## config.mk

```make
export PLATFORM = sky130hd
export DESIGN_NAME = ecsi_regs
export DESIGN_NICKNAME = d
export VERILOG_FILES = /design/src/core/ecsi_pkg.sv /design/src/core/ecsi_flag.sv /design/src/core/ecsi_uframe_timer.sv /design/src/core/ecsi_regs.sv
export SDC_FILE = /design/constraint.sdc
export NUM_CORES = 1
export LEC_CHECK = 0
export ABC_AREA = 1
export BUFFER_PORTS_ARGS = -buffer_cell sky130_fd_sc_hd__buf_2
export CAP_MARGIN = 0
export CELL_PAD_IN_SITES_DETAIL_PLACEMENT = 1
export CELL_PAD_IN_SITES_GLOBAL_PLACEMENT = 2
export CORE_UTILIZATION = 31
export CTS_CLUSTER_DIAMETER = 50
export DETAILED_ROUTE_END_ITERATION = 8
export PLACE_DENSITY_LB_ADDON = 0.1
export SETUP_SLACK_MARGIN = 0.5
export SLEW_MARGIN = 20
export SYNTH_ARGS = -nofsm -noshare
export SYNTH_HDL_FRONTEND = slang
export SYNTH_SLANG_ARGS = --single-unit
```

## constraint.sdc

```tcl
create_clock -name clk_sys -period 3.78 [get_ports clk_sys]
set_input_delay 0.945 -clock clk_sys [delete_from_list [all_inputs] [get_ports clk_sys]]
set_output_delay 0.945 -clock clk_sys [all_outputs]
set_load 0.005 [all_outputs]
```

## src/core/ecsi_pkg.sv

```systemverilog
/*
 * Constants of the host command, status and interrupt-enable registers.
 * Assumes a 125 MHz controller clock and a 32-bit APB register port.
 */
package ecsi_pkg;

    // ------------------------------------------------------------------
    // Register map (byte addresses)
    // ------------------------------------------------------------------
    localparam int          ADDR_W           = 8;
    localparam logic [7:0]  OFF_HOST_COMMAND = 8'h10;
    localparam logic [7:0]  OFF_EVENT_STATUS = 8'h14;
    localparam logic [7:0]  OFF_EVENT_ENABLE = 8'h18;

    // ------------------------------------------------------------------
    // Command register fields
    // ------------------------------------------------------------------
    localparam int CMD_RUN_STOP   = 0;
    localparam int CMD_SOFT_RESET = 1;
    localparam int CMD_FLS_LO     = 2;
    localparam int CMD_PER_EN     = 4;
    localparam int CMD_ASYNC_EN   = 5;
    localparam int CMD_DOORBELL   = 6;
    localparam int CMD_PARK_CNT   = 8;
    localparam int CMD_PARK_EN    = 11;
    localparam int CMD_THR_LO     = 16;

    localparam logic [7:0] THR_RESET  = 8'h08;
    localparam logic [7:0] THR_NOLIM  = 8'h01;
    localparam logic [1:0] PKC_RESET  = 2'h3;
    localparam logic       PKE_RESET  = 1'h1;
    localparam logic [1:0] FLS_RESET  = 2'h0;
    localparam logic [1:0] FLS_RSVD   = 2'h3;

    // ------------------------------------------------------------------
    // Status register fields; flags share positions with the enables
    // ------------------------------------------------------------------
    localparam int NUM_FLAGS     = 6;
    localparam int FLG_DONE      = 0;
    localparam int FLG_ERROR     = 1;
    localparam int FLG_PORT      = 2;
    localparam int FLG_WRAP      = 3;
    localparam int FLG_SYSERR    = 4;
    localparam int FLG_ADVANCE   = 5;
    localparam int STS_HALTED    = 12;
    localparam int STS_RECLAIM   = 13;
    localparam int STS_PER_STATE = 14;
    localparam int STS_ASY_STATE = 15;
    localparam logic       HALTED_RESET = 1'h1;
    localparam logic [5:0] DELAYED_MASK = 6'h23;

    // ------------------------------------------------------------------
    // Timing
    // ------------------------------------------------------------------
    localparam int UFRAME_NS     = 125000;
    localparam int CLK_PERIOD_NS = 8;
    localparam int UFRAME_CYCLES = UFRAME_NS / CLK_PERIOD_NS;

    function automatic logic thr_valid(input logic [7:0] v);
        return v inside {8'h01, 8'h02, 8'h04, 8'h08, 8'h10, 8'h20, 8'h40};
    endfunction : thr_valid

endpackage : ecsi_pkg

```

## src/core/ecsi_flag.sv

```systemverilog
/*
 * One sticky event flag, set by hardware and cleared by writing one.
 * Assumes set and clear are one-cycle qualified strobes from the owner.
 */
`timescale 1ns/1ns
module ecsi_flag (
    input  wire logic clk_sys,
    input  wire logic rst,
    input  wire logic set,
    input  wire logic clr,
    output logic      flag
);
    typedef struct packed {
        logic flag;
    } ecsi_flag_t;

    ecsi_flag_t st;
    ecsi_flag_t next_st;

    // Set wins over a clear in the same cycle
    always_comb begin
        next_st = st;
        if (set) begin
            next_st.flag = 1'h1;
        end else if (clr) begin
            next_st.flag = 1'h0;
        end
    end

    always_ff @(posedge clk_sys) begin
        if (rst) begin
            st <= '0;
        end else begin
            st <= next_st;
        end
    end

    assign flag = st.flag;
endmodule : ecsi_flag

```

## src/core/ecsi_uframe_timer.sv

```systemverilog
/*
 * Micro-frame divider and interrupt threshold boundary generator.
 * Assumes the threshold value is one of the valid power-of-two codes.
 */
`timescale 1ns/1ns
module ecsi_uframe_timer #(
    parameter int UFRAME_CYCLES = ecsi_pkg::UFRAME_CYCLES
) (
    input  wire logic       clk_sys,
    input  wire logic       rst,
    input  wire logic [7:0] threshold,
    output logic            boundary
);
    import ecsi_pkg::*;

    localparam int DIV_W = $clog2(UFRAME_CYCLES);
    localparam logic [DIV_W-1:0] DIV_LAST = DIV_W'(UFRAME_CYCLES - 1);

    typedef struct packed {
        logic [DIV_W-1:0] div;
        logic [7:0]       uframes;
        logic             boundary;
    } ecsi_timer_t;

    ecsi_timer_t st;
    ecsi_timer_t next_st;

    // Boundary pulses after every threshold count of micro-frames
    always_comb begin
        next_st = st;
        next_st.boundary = 1'h0;
        if (st.div == DIV_LAST) begin
            next_st.div = '0;
            if (st.uframes + 8'h01 >= threshold) begin
                next_st.uframes  = 8'h00;
                next_st.boundary = 1'h1;
            end else begin
                next_st.uframes = st.uframes + 8'h01;
            end
        end else begin
            next_st.div = st.div + DIV_W'(1);
        end
    end

    always_ff @(posedge clk_sys) begin
        if (rst) begin
            st <= '0;
        end else begin
            st <= next_st;
        end
    end

    assign boundary = st.boundary;
endmodule : ecsi_uframe_timer

```

## src/core/ecsi_regs.sv

```systemverilog
/*
 * Command, status and interrupt-enable registers of the host controller,
 * reached over APB, with interrupt threshold and edge-width gating.
 * Assumes controller events are one-cycle pulses on clk_sys and schedule
 * state inputs are levels synchronous to clk_sys.
 */
// The APB slave port was left to the implementer.
// Contract
// - Threshold field of 8 bits, valid 01h..40h powers of two, reset 08h.
// - Threshold 01h: enabled events raise the interrupt at once.
// - Edge signalling adds a minimum pulse width; full-speed ignores threshold.
// - Park mode enable bit drives park mode, resets to one.
// - Two-bit park count limits consecutive queue-head transactions, resets 11.
// - Doorbell write makes the next async advance set the advance flag.
// - Async schedule skipped while its enable is zero, else fetched.
// - Periodic schedule skipped while its enable is zero, else fetched.
// - Frame list size code: 00=1024, 01=512, 10=256, 11 reserved.
// - Writing one to the soft reset bit resets the controller.
// - Run/stop starts and stops schedules, resets to zero.
// - Halted is zero while running, one once stopped, resets one.
// - Event flags clear on write of one; zero leaves them.
// - Actual async and periodic schedule states readable as status.
// - Reclamation status shows an empty async schedule.
// - Host system error sets the system error flag.
// - Frame list index wrap sets the wrap flag.
// - Port change flag set on rise and loaded with OR of changes.
// - Transaction error and completion set their flags.
// - Interrupt only when flag and enable both set; flags still recorded.
// - Advance, error and completion interrupts wait for threshold boundary.
`timescale 1ns/1ns
module ecsi_regs #(
    parameter int NUM_PORTS     = 1,
    parameter int UFRAME_CYCLES = ecsi_pkg::UFRAME_CYCLES
) (
    input  wire logic                        clk_sys,
    input  wire logic                        rst,
    input  wire logic                        psel,
    input  wire logic                        penable,
    input  wire logic                        pwrite,
    input  wire logic [ecsi_pkg::ADDR_W-1:0] paddr,
    input  wire logic [31:0]                 pwdata,
    output logic      [31:0]                 prdata,
    output logic                             pready,
    output logic                             pslverr,
    input  wire logic                        async_advanced,
    input  wire logic                        system_error,
    input  wire logic                        frame_index_wrap,
    input  wire logic [NUM_PORTS-1:0]        port_change_bits,
    input  wire logic                        transfer_error,
    input  wire logic                        transfer_done,
    input  wire logic                        async_running,
    input  wire logic                        periodic_running,
    input  wire logic                        async_list_empty,
    input  wire logic                        execution_stopped,
    input  wire logic                        full_speed_mode,
    input  wire logic                        edge_irq_control,
    input  wire logic [7:0]                  irq_min_width,
    output logic                             run_stop,
    output logic                             controller_soft_reset,
    output logic                             async_schedule_enable,
    output logic                             periodic_schedule_enable,
    output logic      [1:0]                  frame_list_size,
    output logic                             park_mode_enable,
    output logic      [1:0]                  park_mode_count,
    output logic      [7:0]                  irq_rate_threshold,
    output logic                             irq
);
    import ecsi_pkg::*;

    typedef struct packed {
        logic                 run_stop;
        logic                 soft_reset;
        logic                 async_en;
        logic                 per_en;
        logic [1:0]           fl_size;
        logic                 park_en;
        logic [1:0]           park_cnt;
        logic                 doorbell;
        logic [7:0]           thresh;
        logic                 halted;
        logic [5:0]           irq_en;
        logic [5:0]           released;
        logic [NUM_PORTS-1:0] port_prev;
        logic [7:0]           width_cnt;
        logic                 req_prev;
        logic                 irq;
        logic [31:0]          prdata;
        logic                 pready;
        logic                 pslverr;
    } ecsi_regs_t;

    ecsi_regs_t st;
    ecsi_regs_t next_st;

    logic [NUM_FLAGS-1:0] flags;
    logic [NUM_FLAGS-1:0] flag_set;
    logic [NUM_FLAGS-1:0] flag_clr;
    logic                 boundary;
    logic                 no_limit;
    logic                 req;
    logic                 acc_wr;
    logic                 setup;
    logic                 wr_cmd;
    logic                 wr_sts;
    logic                 wr_en;

    // ------------------------------------------------------------------
    // Bus decode
    // ------------------------------------------------------------------
    assign setup  = psel && !penable;
    assign acc_wr = psel && penable && st.pready && pwrite;
    assign wr_cmd = acc_wr && paddr == OFF_HOST_COMMAND;
    assign wr_sts = acc_wr && paddr == OFF_EVENT_STATUS;
    assign wr_en  = acc_wr && paddr == OFF_EVENT_ENABLE;

    // ------------------------------------------------------------------
    // Event flags
    // ------------------------------------------------------------------
    always_comb begin
        flag_set              = '0;
        flag_set[FLG_DONE]    = transfer_done;
        flag_set[FLG_ERROR]   = transfer_error;
        flag_set[FLG_PORT]    = |(port_change_bits & ~st.port_prev)
                                || |port_change_bits;
        flag_set[FLG_WRAP]    = frame_index_wrap;
        flag_set[FLG_SYSERR]  = system_error;
        flag_set[FLG_ADVANCE] = async_advanced && st.doorbell;
        flag_clr = wr_sts ? pwdata[NUM_FLAGS-1:0] : '0;
    end

    for (genvar i = 0; i < NUM_FLAGS; i++) begin : g_flag
        ecsi_flag u_flag (
            .clk_sys (clk_sys),
            .rst     (rst || st.soft_reset),
            .set     (flag_set[i]),
            .clr     (flag_clr[i]),
            .flag    (flags[i])
        );
    end

    ecsi_uframe_timer #(
        .UFRAME_CYCLES (UFRAME_CYCLES)
    ) u_timer (
        .clk_sys   (clk_sys),
        .rst       (rst),
        .threshold (st.thresh),
        .boundary  (boundary)
    );

    // Full-speed operation treats the threshold as absent
    assign no_limit = st.thresh == THR_NOLIM || full_speed_mode;
    assign req = |(flags & st.irq_en & ~DELAYED_MASK)
                 || |(st.released & st.irq_en);

    // ------------------------------------------------------------------
    // Next state
    // ------------------------------------------------------------------
    always_comb begin
        next_st = st;
        next_st.soft_reset = 1'h0;
        next_st.port_prev  = port_change_bits;

        if (wr_cmd) begin
            next_st.run_stop = pwdata[CMD_RUN_STOP];
            next_st.per_en   = pwdata[CMD_PER_EN];
            next_st.async_en = pwdata[CMD_ASYNC_EN];
            next_st.park_en  = pwdata[CMD_PARK_EN];
            next_st.park_cnt = pwdata[CMD_PARK_CNT +: 2];
            if (pwdata[CMD_DOORBELL]) begin
                next_st.doorbell = 1'h1;
            end
            if (pwdata[CMD_FLS_LO +: 2] != FLS_RSVD) begin
                next_st.fl_size = pwdata[CMD_FLS_LO +: 2];
            end
            if (thr_valid(pwdata[CMD_THR_LO +: 8])) begin
                next_st.thresh = pwdata[CMD_THR_LO +: 8];
            end
        end
        if (wr_en) begin
            next_st.irq_en = pwdata[NUM_FLAGS-1:0];
        end
        if (flag_set[FLG_ADVANCE]) begin
            next_st.doorbell = 1'h0;
        end

        // Halted drops in the same cycle that run/stop is set
        if (next_st.run_stop) begin
            next_st.halted = 1'h0;
        end else if (execution_stopped) begin
            next_st.halted = 1'h1;
        end

        // Deferred events pass at a threshold boundary, or at once with no limit
        next_st.released = st.released & flags & DELAYED_MASK;
        if (boundary || no_limit) begin
            next_st.released = flags & DELAYED_MASK;
        end

        // Interrupt line: level, or stretched pulse in edge mode
        next_st.req_prev = req;
        if (edge_irq_control) begin
            if (st.width_cnt != 8'h00) begin
                next_st.width_cnt = st.width_cnt - 8'h01;
            end else if (req && !st.req_prev) begin
                next_st.width_cnt = irq_min_width;
            end
            next_st.irq = st.width_cnt != 8'h00
                          || (req && !st.req_prev);
        end else begin
            next_st.width_cnt = 8'h00;
            next_st.irq       = req;
        end

        // APB answer is prepared in the setup cycle
        next_st.pready  = setup;
        next_st.pslverr = 1'h0;
        next_st.prdata  = '0;
        if (setup) begin
            unique case (paddr)
                OFF_HOST_COMMAND: begin
                    next_st.prdata[CMD_THR_LO +: 8]   = st.thresh;
                    next_st.prdata[CMD_PARK_EN]       = st.park_en;
                    next_st.prdata[CMD_PARK_CNT +: 2] = st.park_cnt;
                    next_st.prdata[CMD_DOORBELL]      = st.doorbell;
                    next_st.prdata[CMD_ASYNC_EN]      = st.async_en;
                    next_st.prdata[CMD_PER_EN]        = st.per_en;
                    next_st.prdata[CMD_FLS_LO +: 2]   = st.fl_size;
                    next_st.prdata[CMD_SOFT_RESET]    = st.soft_reset;
                    next_st.prdata[CMD_RUN_STOP]      = st.run_stop;
                end
                OFF_EVENT_STATUS: begin
                    next_st.prdata[STS_ASY_STATE] = async_running;
                    next_st.prdata[STS_PER_STATE] = periodic_running;
                    next_st.prdata[STS_RECLAIM] = async_list_empty;
                    next_st.prdata[STS_HALTED]    = st.halted;
                    next_st.prdata[NUM_FLAGS-1:0] = flags;
                end
                OFF_EVENT_ENABLE: begin
                    next_st.prdata[NUM_FLAGS-1:0] = st.irq_en;
                end
                default: begin
                    next_st.pslverr = 1'h1;
                end
            endcase
        end

        // Soft reset returns command fields, halted, enables and released events to reset values
        if (wr_cmd && pwdata[CMD_SOFT_RESET]) begin
            next_st.run_stop   = 1'h0;
            next_st.async_en   = 1'h0;
            next_st.per_en     = 1'h0;
            next_st.fl_size    = FLS_RESET;
            next_st.park_en    = PKE_RESET;
            next_st.park_cnt   = PKC_RESET;
            next_st.doorbell   = 1'h0;
            next_st.thresh     = THR_RESET;
            next_st.halted     = HALTED_RESET;
            next_st.irq_en     = '0;
            next_st.released   = '0;
            next_st.soft_reset = 1'h1;
        end
    end

    always_ff @(posedge clk_sys) begin
        if (rst) begin
            st          <= '0;
            st.fl_size  <= FLS_RESET;
            st.park_en  <= PKE_RESET;
            st.park_cnt <= PKC_RESET;
            st.thresh   <= THR_RESET;
            st.halted   <= HALTED_RESET;
        end else begin
            st <= next_st;
        end
    end

    // ------------------------------------------------------------------
    // Outputs
    // ------------------------------------------------------------------
    assign prdata                   = st.prdata;
    assign pready                   = st.pready;
    assign pslverr                  = st.pslverr;
    assign run_stop                 = st.run_stop;
    assign controller_soft_reset    = st.soft_reset;
    assign async_schedule_enable    = st.async_en;
    assign periodic_schedule_enable = st.per_en;
    assign frame_list_size          = st.fl_size;
    assign park_mode_enable         = st.park_en;
    assign park_mode_count          = st.park_cnt;
    assign irq_rate_threshold       = st.thresh;
    assign irq                      = st.irq;
endmodule : ecsi_regs

```

---- Yosys cells after proc, flatten, opt, wreduce, memory -nomap -nowiden ----
Index checks and enable logic that the tools add are counted.
storage, ports and cells
  register bits after elaboration ......... 105
  input port bits ......................... 65
  logic and storage cells ................. 131
operators by class
  add/subtract/negate cells ............... 3
  order comparisons ....................... 1
  equality and inequality tests ........... 13
  multiplexer cells ....................... 31
  bitwise logic cells ..................... 10
  reductions and logical operators ........ 42
operator list
  operator                 count
  $eq A8 B5 Y1 const B     4
  $mux W8                  4
  $mux W30                 1
  $mux W1                  20
  $mux W6                  3
  $pmux W6 S3              1
  $eq A8 B1 Y1 const B     2
  $mux W16                 1
  $reduce_bool A2 Y1       8
  $reduce_or A3 Y1         5
  $add A14 B1 Y14 const B  1
  $eq A14 B14 Y1 const B   1
  $and A6 B6 Y6            2
  $logic_and A1 B1 Y1      10
  $reduce_or A2 Y1         5
  $add A8 B1 Y8 const B    1
  $eq A8 B2 Y1 const B     1
  $eq A8 B3 Y1 const B     1
  $eq A8 B4 Y1 const B     1
  $eq A8 B6 Y1 const B     1
  $eq A8 B7 Y1 const B     1
  $ge A8 B8 Y1             1
  $reduce_bool A8 Y1       1
  $sub A8 B1 Y8 const B    1
  other kinds (10)         23

---- Longest topological paths before layout ----
  depth in word-level cells ............... 7
  mapped depth ............................ 12

---- Cells and area by module ----
Synthesis repeated with hierarchy kept, for this count alone.
second synthesis, totals
  cell total of the unflattened synthesis .. 686
  area total of the unflattened synthesis .. 4,974.8 sq um
by module, submodules not included
  module             instances  cells an instance  area each (sq um)  seq. area each (sq um)
  ecsi_regs          1          461                3,320.7            1,241.2
  ecsi_uframe_timer  1          195                1,413.9            460.4
  ecsi_flag          6          5                  40.0               20.0

---- Worst setup path before layout ----
OpenSTA, ideal clock, no wires.
  path type ............................... input to register
  from .................................... input port paddr[5] in the netlist's numbering
  to ...................................... register st (netlist bit irq_rate_threshold[1])
  setup time .............................. 0.115 ns
  arrival ................................. 1.824 ns
  required time ........................... 3.665 ns
  slack ................................... 1.841 ns
  stages on the path ...................... 11
  path buffers ............................ 1
  path through ............................ inv_1 nand2_2 nor2_4 nand2_2 nor2_4 nand2_2 nand2_4 inv_2 buf_6 nand2_1 nor2_1
on the way
  word-level cells in the longest chain between the ends .. 4
  elaborated cells between the ends (all ways) .. 5
RTL lines
  item                               RTL line          source
  start, declared                    ecsi_regs.sv:40   input wire logic [ecsi_pkg::ADDR_W-1:0] paddr,
  $eq A8 B5 Y1 (*)                   ecsi_regs.sv:112  assign wr_cmd = acc_wr && paddr == OFF_HOST_COMMAND;
  $logic_and A1 B1 Y1 (*)            ecsi_regs.sv:112
  $logic_and A1 B1 Y1                ecsi_regs.sv:248  if (wr_cmd && pwdata[CMD_SOFT_RESET]) begin
  $reduce_or A2 Y1 (no source line)  n/a
  end signal, assigned               ecsi_regs.sv:273  st <= next_st;
  end, declared                      ecsi_regs.sv:92   ecsi_regs_t st;
Every way passes the cells marked *; elsewhere a longest branch is shown, timed or not.
A chain may end at the register's enable or synchronous reset.

---- Worst setup path in the final report ----
  from .................................... register u_timer.st[1] in the netlist's numbering
  to ...................................... register u_timer.st[8] in the netlist's numbering
on the way
  word-level cells in the longest chain between the ends .. 3
RTL lines
  item                    RTL line                                          source
  start, declared         ecsi_uframe_timer.sv:25                           ecsi_timer_t st;
  start signal, assigned  ecsi_uframe_timer.sv:49                           st <= next_st;
  $add A8 B1 Y8 (*)       ecsi_uframe_timer.sv:34, ecsi_uframe_timer.sv:38
  $ge A8 B8 Y1            ecsi_uframe_timer.sv:34                           if (st.uframes + 8'h01 >= threshold) begin
  $mux W8 (*)             ecsi_uframe_timer.sv:34
Marks and branches as above.

==> impl_metrics.toml <==
[outcome]
run_status = "complete, no violations"

[cells_and_area]
drive_above_1_share = 0.180
final_area_um2 = 5260
register_area_um2 = 1820
multiInputGateArea_um2 = 2060
nets = 801
synthToLayoutAreaGrowth_pct = 13.9
antenna_cells = 0
fill_cells = 1876

[floorplan]
rows = 44
io_pins = 117
fp.dieH_um = 124
dieArea_um2 = 15400
die_w_um = 124
core_area_um2 = 14500
start_util = 0.318

[synthesis]
ys.warnings.count = 0
synth_ff_type = "dfxtp_1"
ys_ff_latch = 91
ys_async_sr_fraction = 0
netlist_instances = 666
avgSynthCellArea_um2 = 6.94
ys_seq_area_frac = 0.394
synthesis.area_um2 = 4620
yosysUniqueCellTypes = 35
synth_edf_count = 0

[sta]
rsz0062_at_grt = "false"
slew_headroom = 0.607
setup_viol = 0
fin_worst_skew_ns = 0.00623
fmax_mhz = 438
tns_ns = 0
tightest_slew_ns = 0.589
slew_violations = 0
fin_ws_ns = 1.50
finalHoldViolations = 0
min_period_ns = 2.28
min_period_over_period = 0.604

[setup_path]
crit_path_end_kind = "register"
slowest_delay_ns = 0.44
cp-start-kind = "register"
critPathArrivalTime_ns = 2.57
crit_chain = "nand3_1 > nor2_1 > xor2_1 > ha_1 > a21oi_1 > nor2_1 > nor3_2 > nand4_1 > nand2_1"
crit_fanout = 9
cp_slowest_cell = "nor3_2"
r2r_cells = 9
crit_top_cell = "nor2_1"
required_ns = 4.07
crit_type = "reg2reg"

[worst_hold_path]
min_path_cells = 2
hp-class = "reg2reg"

[detailed_routing]
wl_per_cell_um = 13.0
ant_nets = 0
drt-total-wl_um = 11900
viasPerCell = 4.50
first_pass_iters = 4
num_vias = 4108
drt_iter0_drc = 161
post-route-drc-count = 0

[placement]
port_buffers = 92
placed_area_um2 = 4950
gp_congestion = 0.745
dp_slack_ns = 1.30
hpwlAfterDp_um = 9140

[global_routing]
met3_usage = 0.0279
grt_use_met1 = 0.207
antenna_found_initial = 0
grt_max_degree = 17
grtUsageTotal = 0.165
grt-ovfl-total = 0
grt_pass1_wl_um = 19300
grt_pass1_vias = 4057
grt_use_met2 = 0.279
top_usage_layer = "met2"

[power_and_ir_drop]
p_leak_nw = 2.64
power.density_nw_per_um2 = 435
power.total_mw = 2.29
ir_drop_v = 0.000213

[flow_run]
drv_cap = 0

[cts]
cts.reportedPaths.clkPinSlew_ns = 0.07
cts_root_buf = "clkbuf_16"
cts_resized = 0
htree_levels = 3
cts.sink_count = 91
insertion_delay_ns = 0.35
numCtsBuffers = 9
holdBufCountCts = 0
post-cts-setup-buffers = 0
cts_tree = "built"
clk_path_buf_depth = 2
-- cells in the mapped netlist (2+ instances only) --
| library cell | n | area (um2) |
|---|---|---|
| nor3_1 | 5 | 25.0 |
| nand2_1 | 167 | 627 |
| ha_1 | 13 | 163 |
| nand2_2 | 5 | 31.3 |
| xnor2_1 | 3 | 26.3 |
| buf_4 | 47 | 353 |
| o21ai_0 | 13 | 65.1 |
| or2_2 | 2 | 12.5 |
| nor3_2 | 2 | 20.0 |
| buf_2 | 6 | 30.0 |
| nor4_1 | 2 | 12.5 |
| dfxtp_1 | 91 | 1820 |
| inv_1 | 96 | 360 |
| nand4_1 | 12 | 75.1 |
| xor2_1 | 3 | 26.3 |
| nor2_2 | 4 | 25.0 |
| a21oi_1 | 35 | 175 |
| nor2_1 | 75 | 282 |
| nor2_4 | 5 | 56.3 |
| nand3_1 | 63 | 315 |
| inv_2 | 3 | 11.3 |
-- area by class of cell --
cell class | count | share of cell area
timing repair buffer | 93 | 0.0889
tap | 184 | 0.0437
multi-input combinational | 429 | 0.392
sequential | 91 | 0.346
clock inverter | 5 | 0.0147
clock buffer | 11 | 0.0442
inverter | 99 | 0.0706
-- flip-flops by register name, indices dropped and copies added (netlist names), 2 cells and up --
register / flops
irq_rate_threshold: 8
g_flag.u_flag.flag: 6
frame_list_size: 2
park_mode_count: 2
prdata: 22
st: 20
u_timer.st: 22
-- where the power goes --
part,internal [mW],switching [mW]
Combinational,0.111,0.205
Clock,0.578,0.395
Sequential,0.984,0.0155
-- critical path, delay by kind of cell (launching register included) --
family / cells / cell delay [ns]
adder cells (fa/ha/maj): 1 / 0.28
AO/OA/AOI/OAI: 1 / 0.16
XOR/XNOR: 1 / 0.22
AND/OR/NAND/NOR: 6 / 1.16
flip-flops: 1 / 0.40
-- path summary, 6_finish.rpt --
kind            startpoint             to  slack, ns
max reg2reg  u_timer.st[1]  u_timer.st[8]       1.50
min reg2reg         st[57]     prdata[12]       0.44
max          u_timer.st[1]  u_timer.st[8]       1.50
min                 st[57]     prdata[12]       0.44
-- cell families after synthesis --
logic type               synth area share
AO/OA/AOI/OAI                      0.0601
XOR/XNOR                           0.0114
adder cells (fa/ha/maj)            0.0352
buffers and inverters               0.167
flip-flops                          0.394
other                            0.000811
AND/OR/NAND/NOR                     0.331
-- cells in the final DEF, fill, tap and decap left out --
cell type   count
a21boi_0        1
a21oi_1        35
buf_2          92
buf_4           1
bufinv_16       2
clkbuf_1        2
clkbuf_16       9
clkinv_2        2
clkinvlp_4      1
conb_1         10
dfxtp_1        91
ha_1           13
inv_1          96
inv_2           3
nand2_1       167
nand2_2         5
nand2_4         1
nand3_1        63
nand3_2         1
nand3b_1        1
nand4_1        12
nand4_2         1
nor2_1         75
nor2_2          4
nor2_4          5
nor3_1          5
nor3_2          2
nor3b_1         1
nor4_1          2
o2111a_1        1
o21ai_0        13
o21ai_1         1
o21bai_1        1
o22ai_1         1
or2_2           2
xnor2_1         3
xor2_1          3
-- metrics by stage --
| step | std cells | hold slack [ns] | utilization |
|---|---|---|---|
| after floorplan | 675 | 0.409 | - |
| after global placement | 896 | 0.432 | 0.341 |
| after CTS | 912 | 0.443 | 0.362 |
| final | 912 | 0.438 | 0.362 |
| after global routing | 912 | 0.463 | 0.362 |
| after detailed placement | 896 | 0.433 | 0.341 |
-- layer usage --
metal,part of all wire,up-vias,routed length (um)
li1,-,2135,-
met1,0.48,1889,5730
met2,0.46,71,5510
met3,0.038,13,446
met4,0.017,0,206
met5,0,-,0
Note: power is estimated with default switching activity, not from simulation.
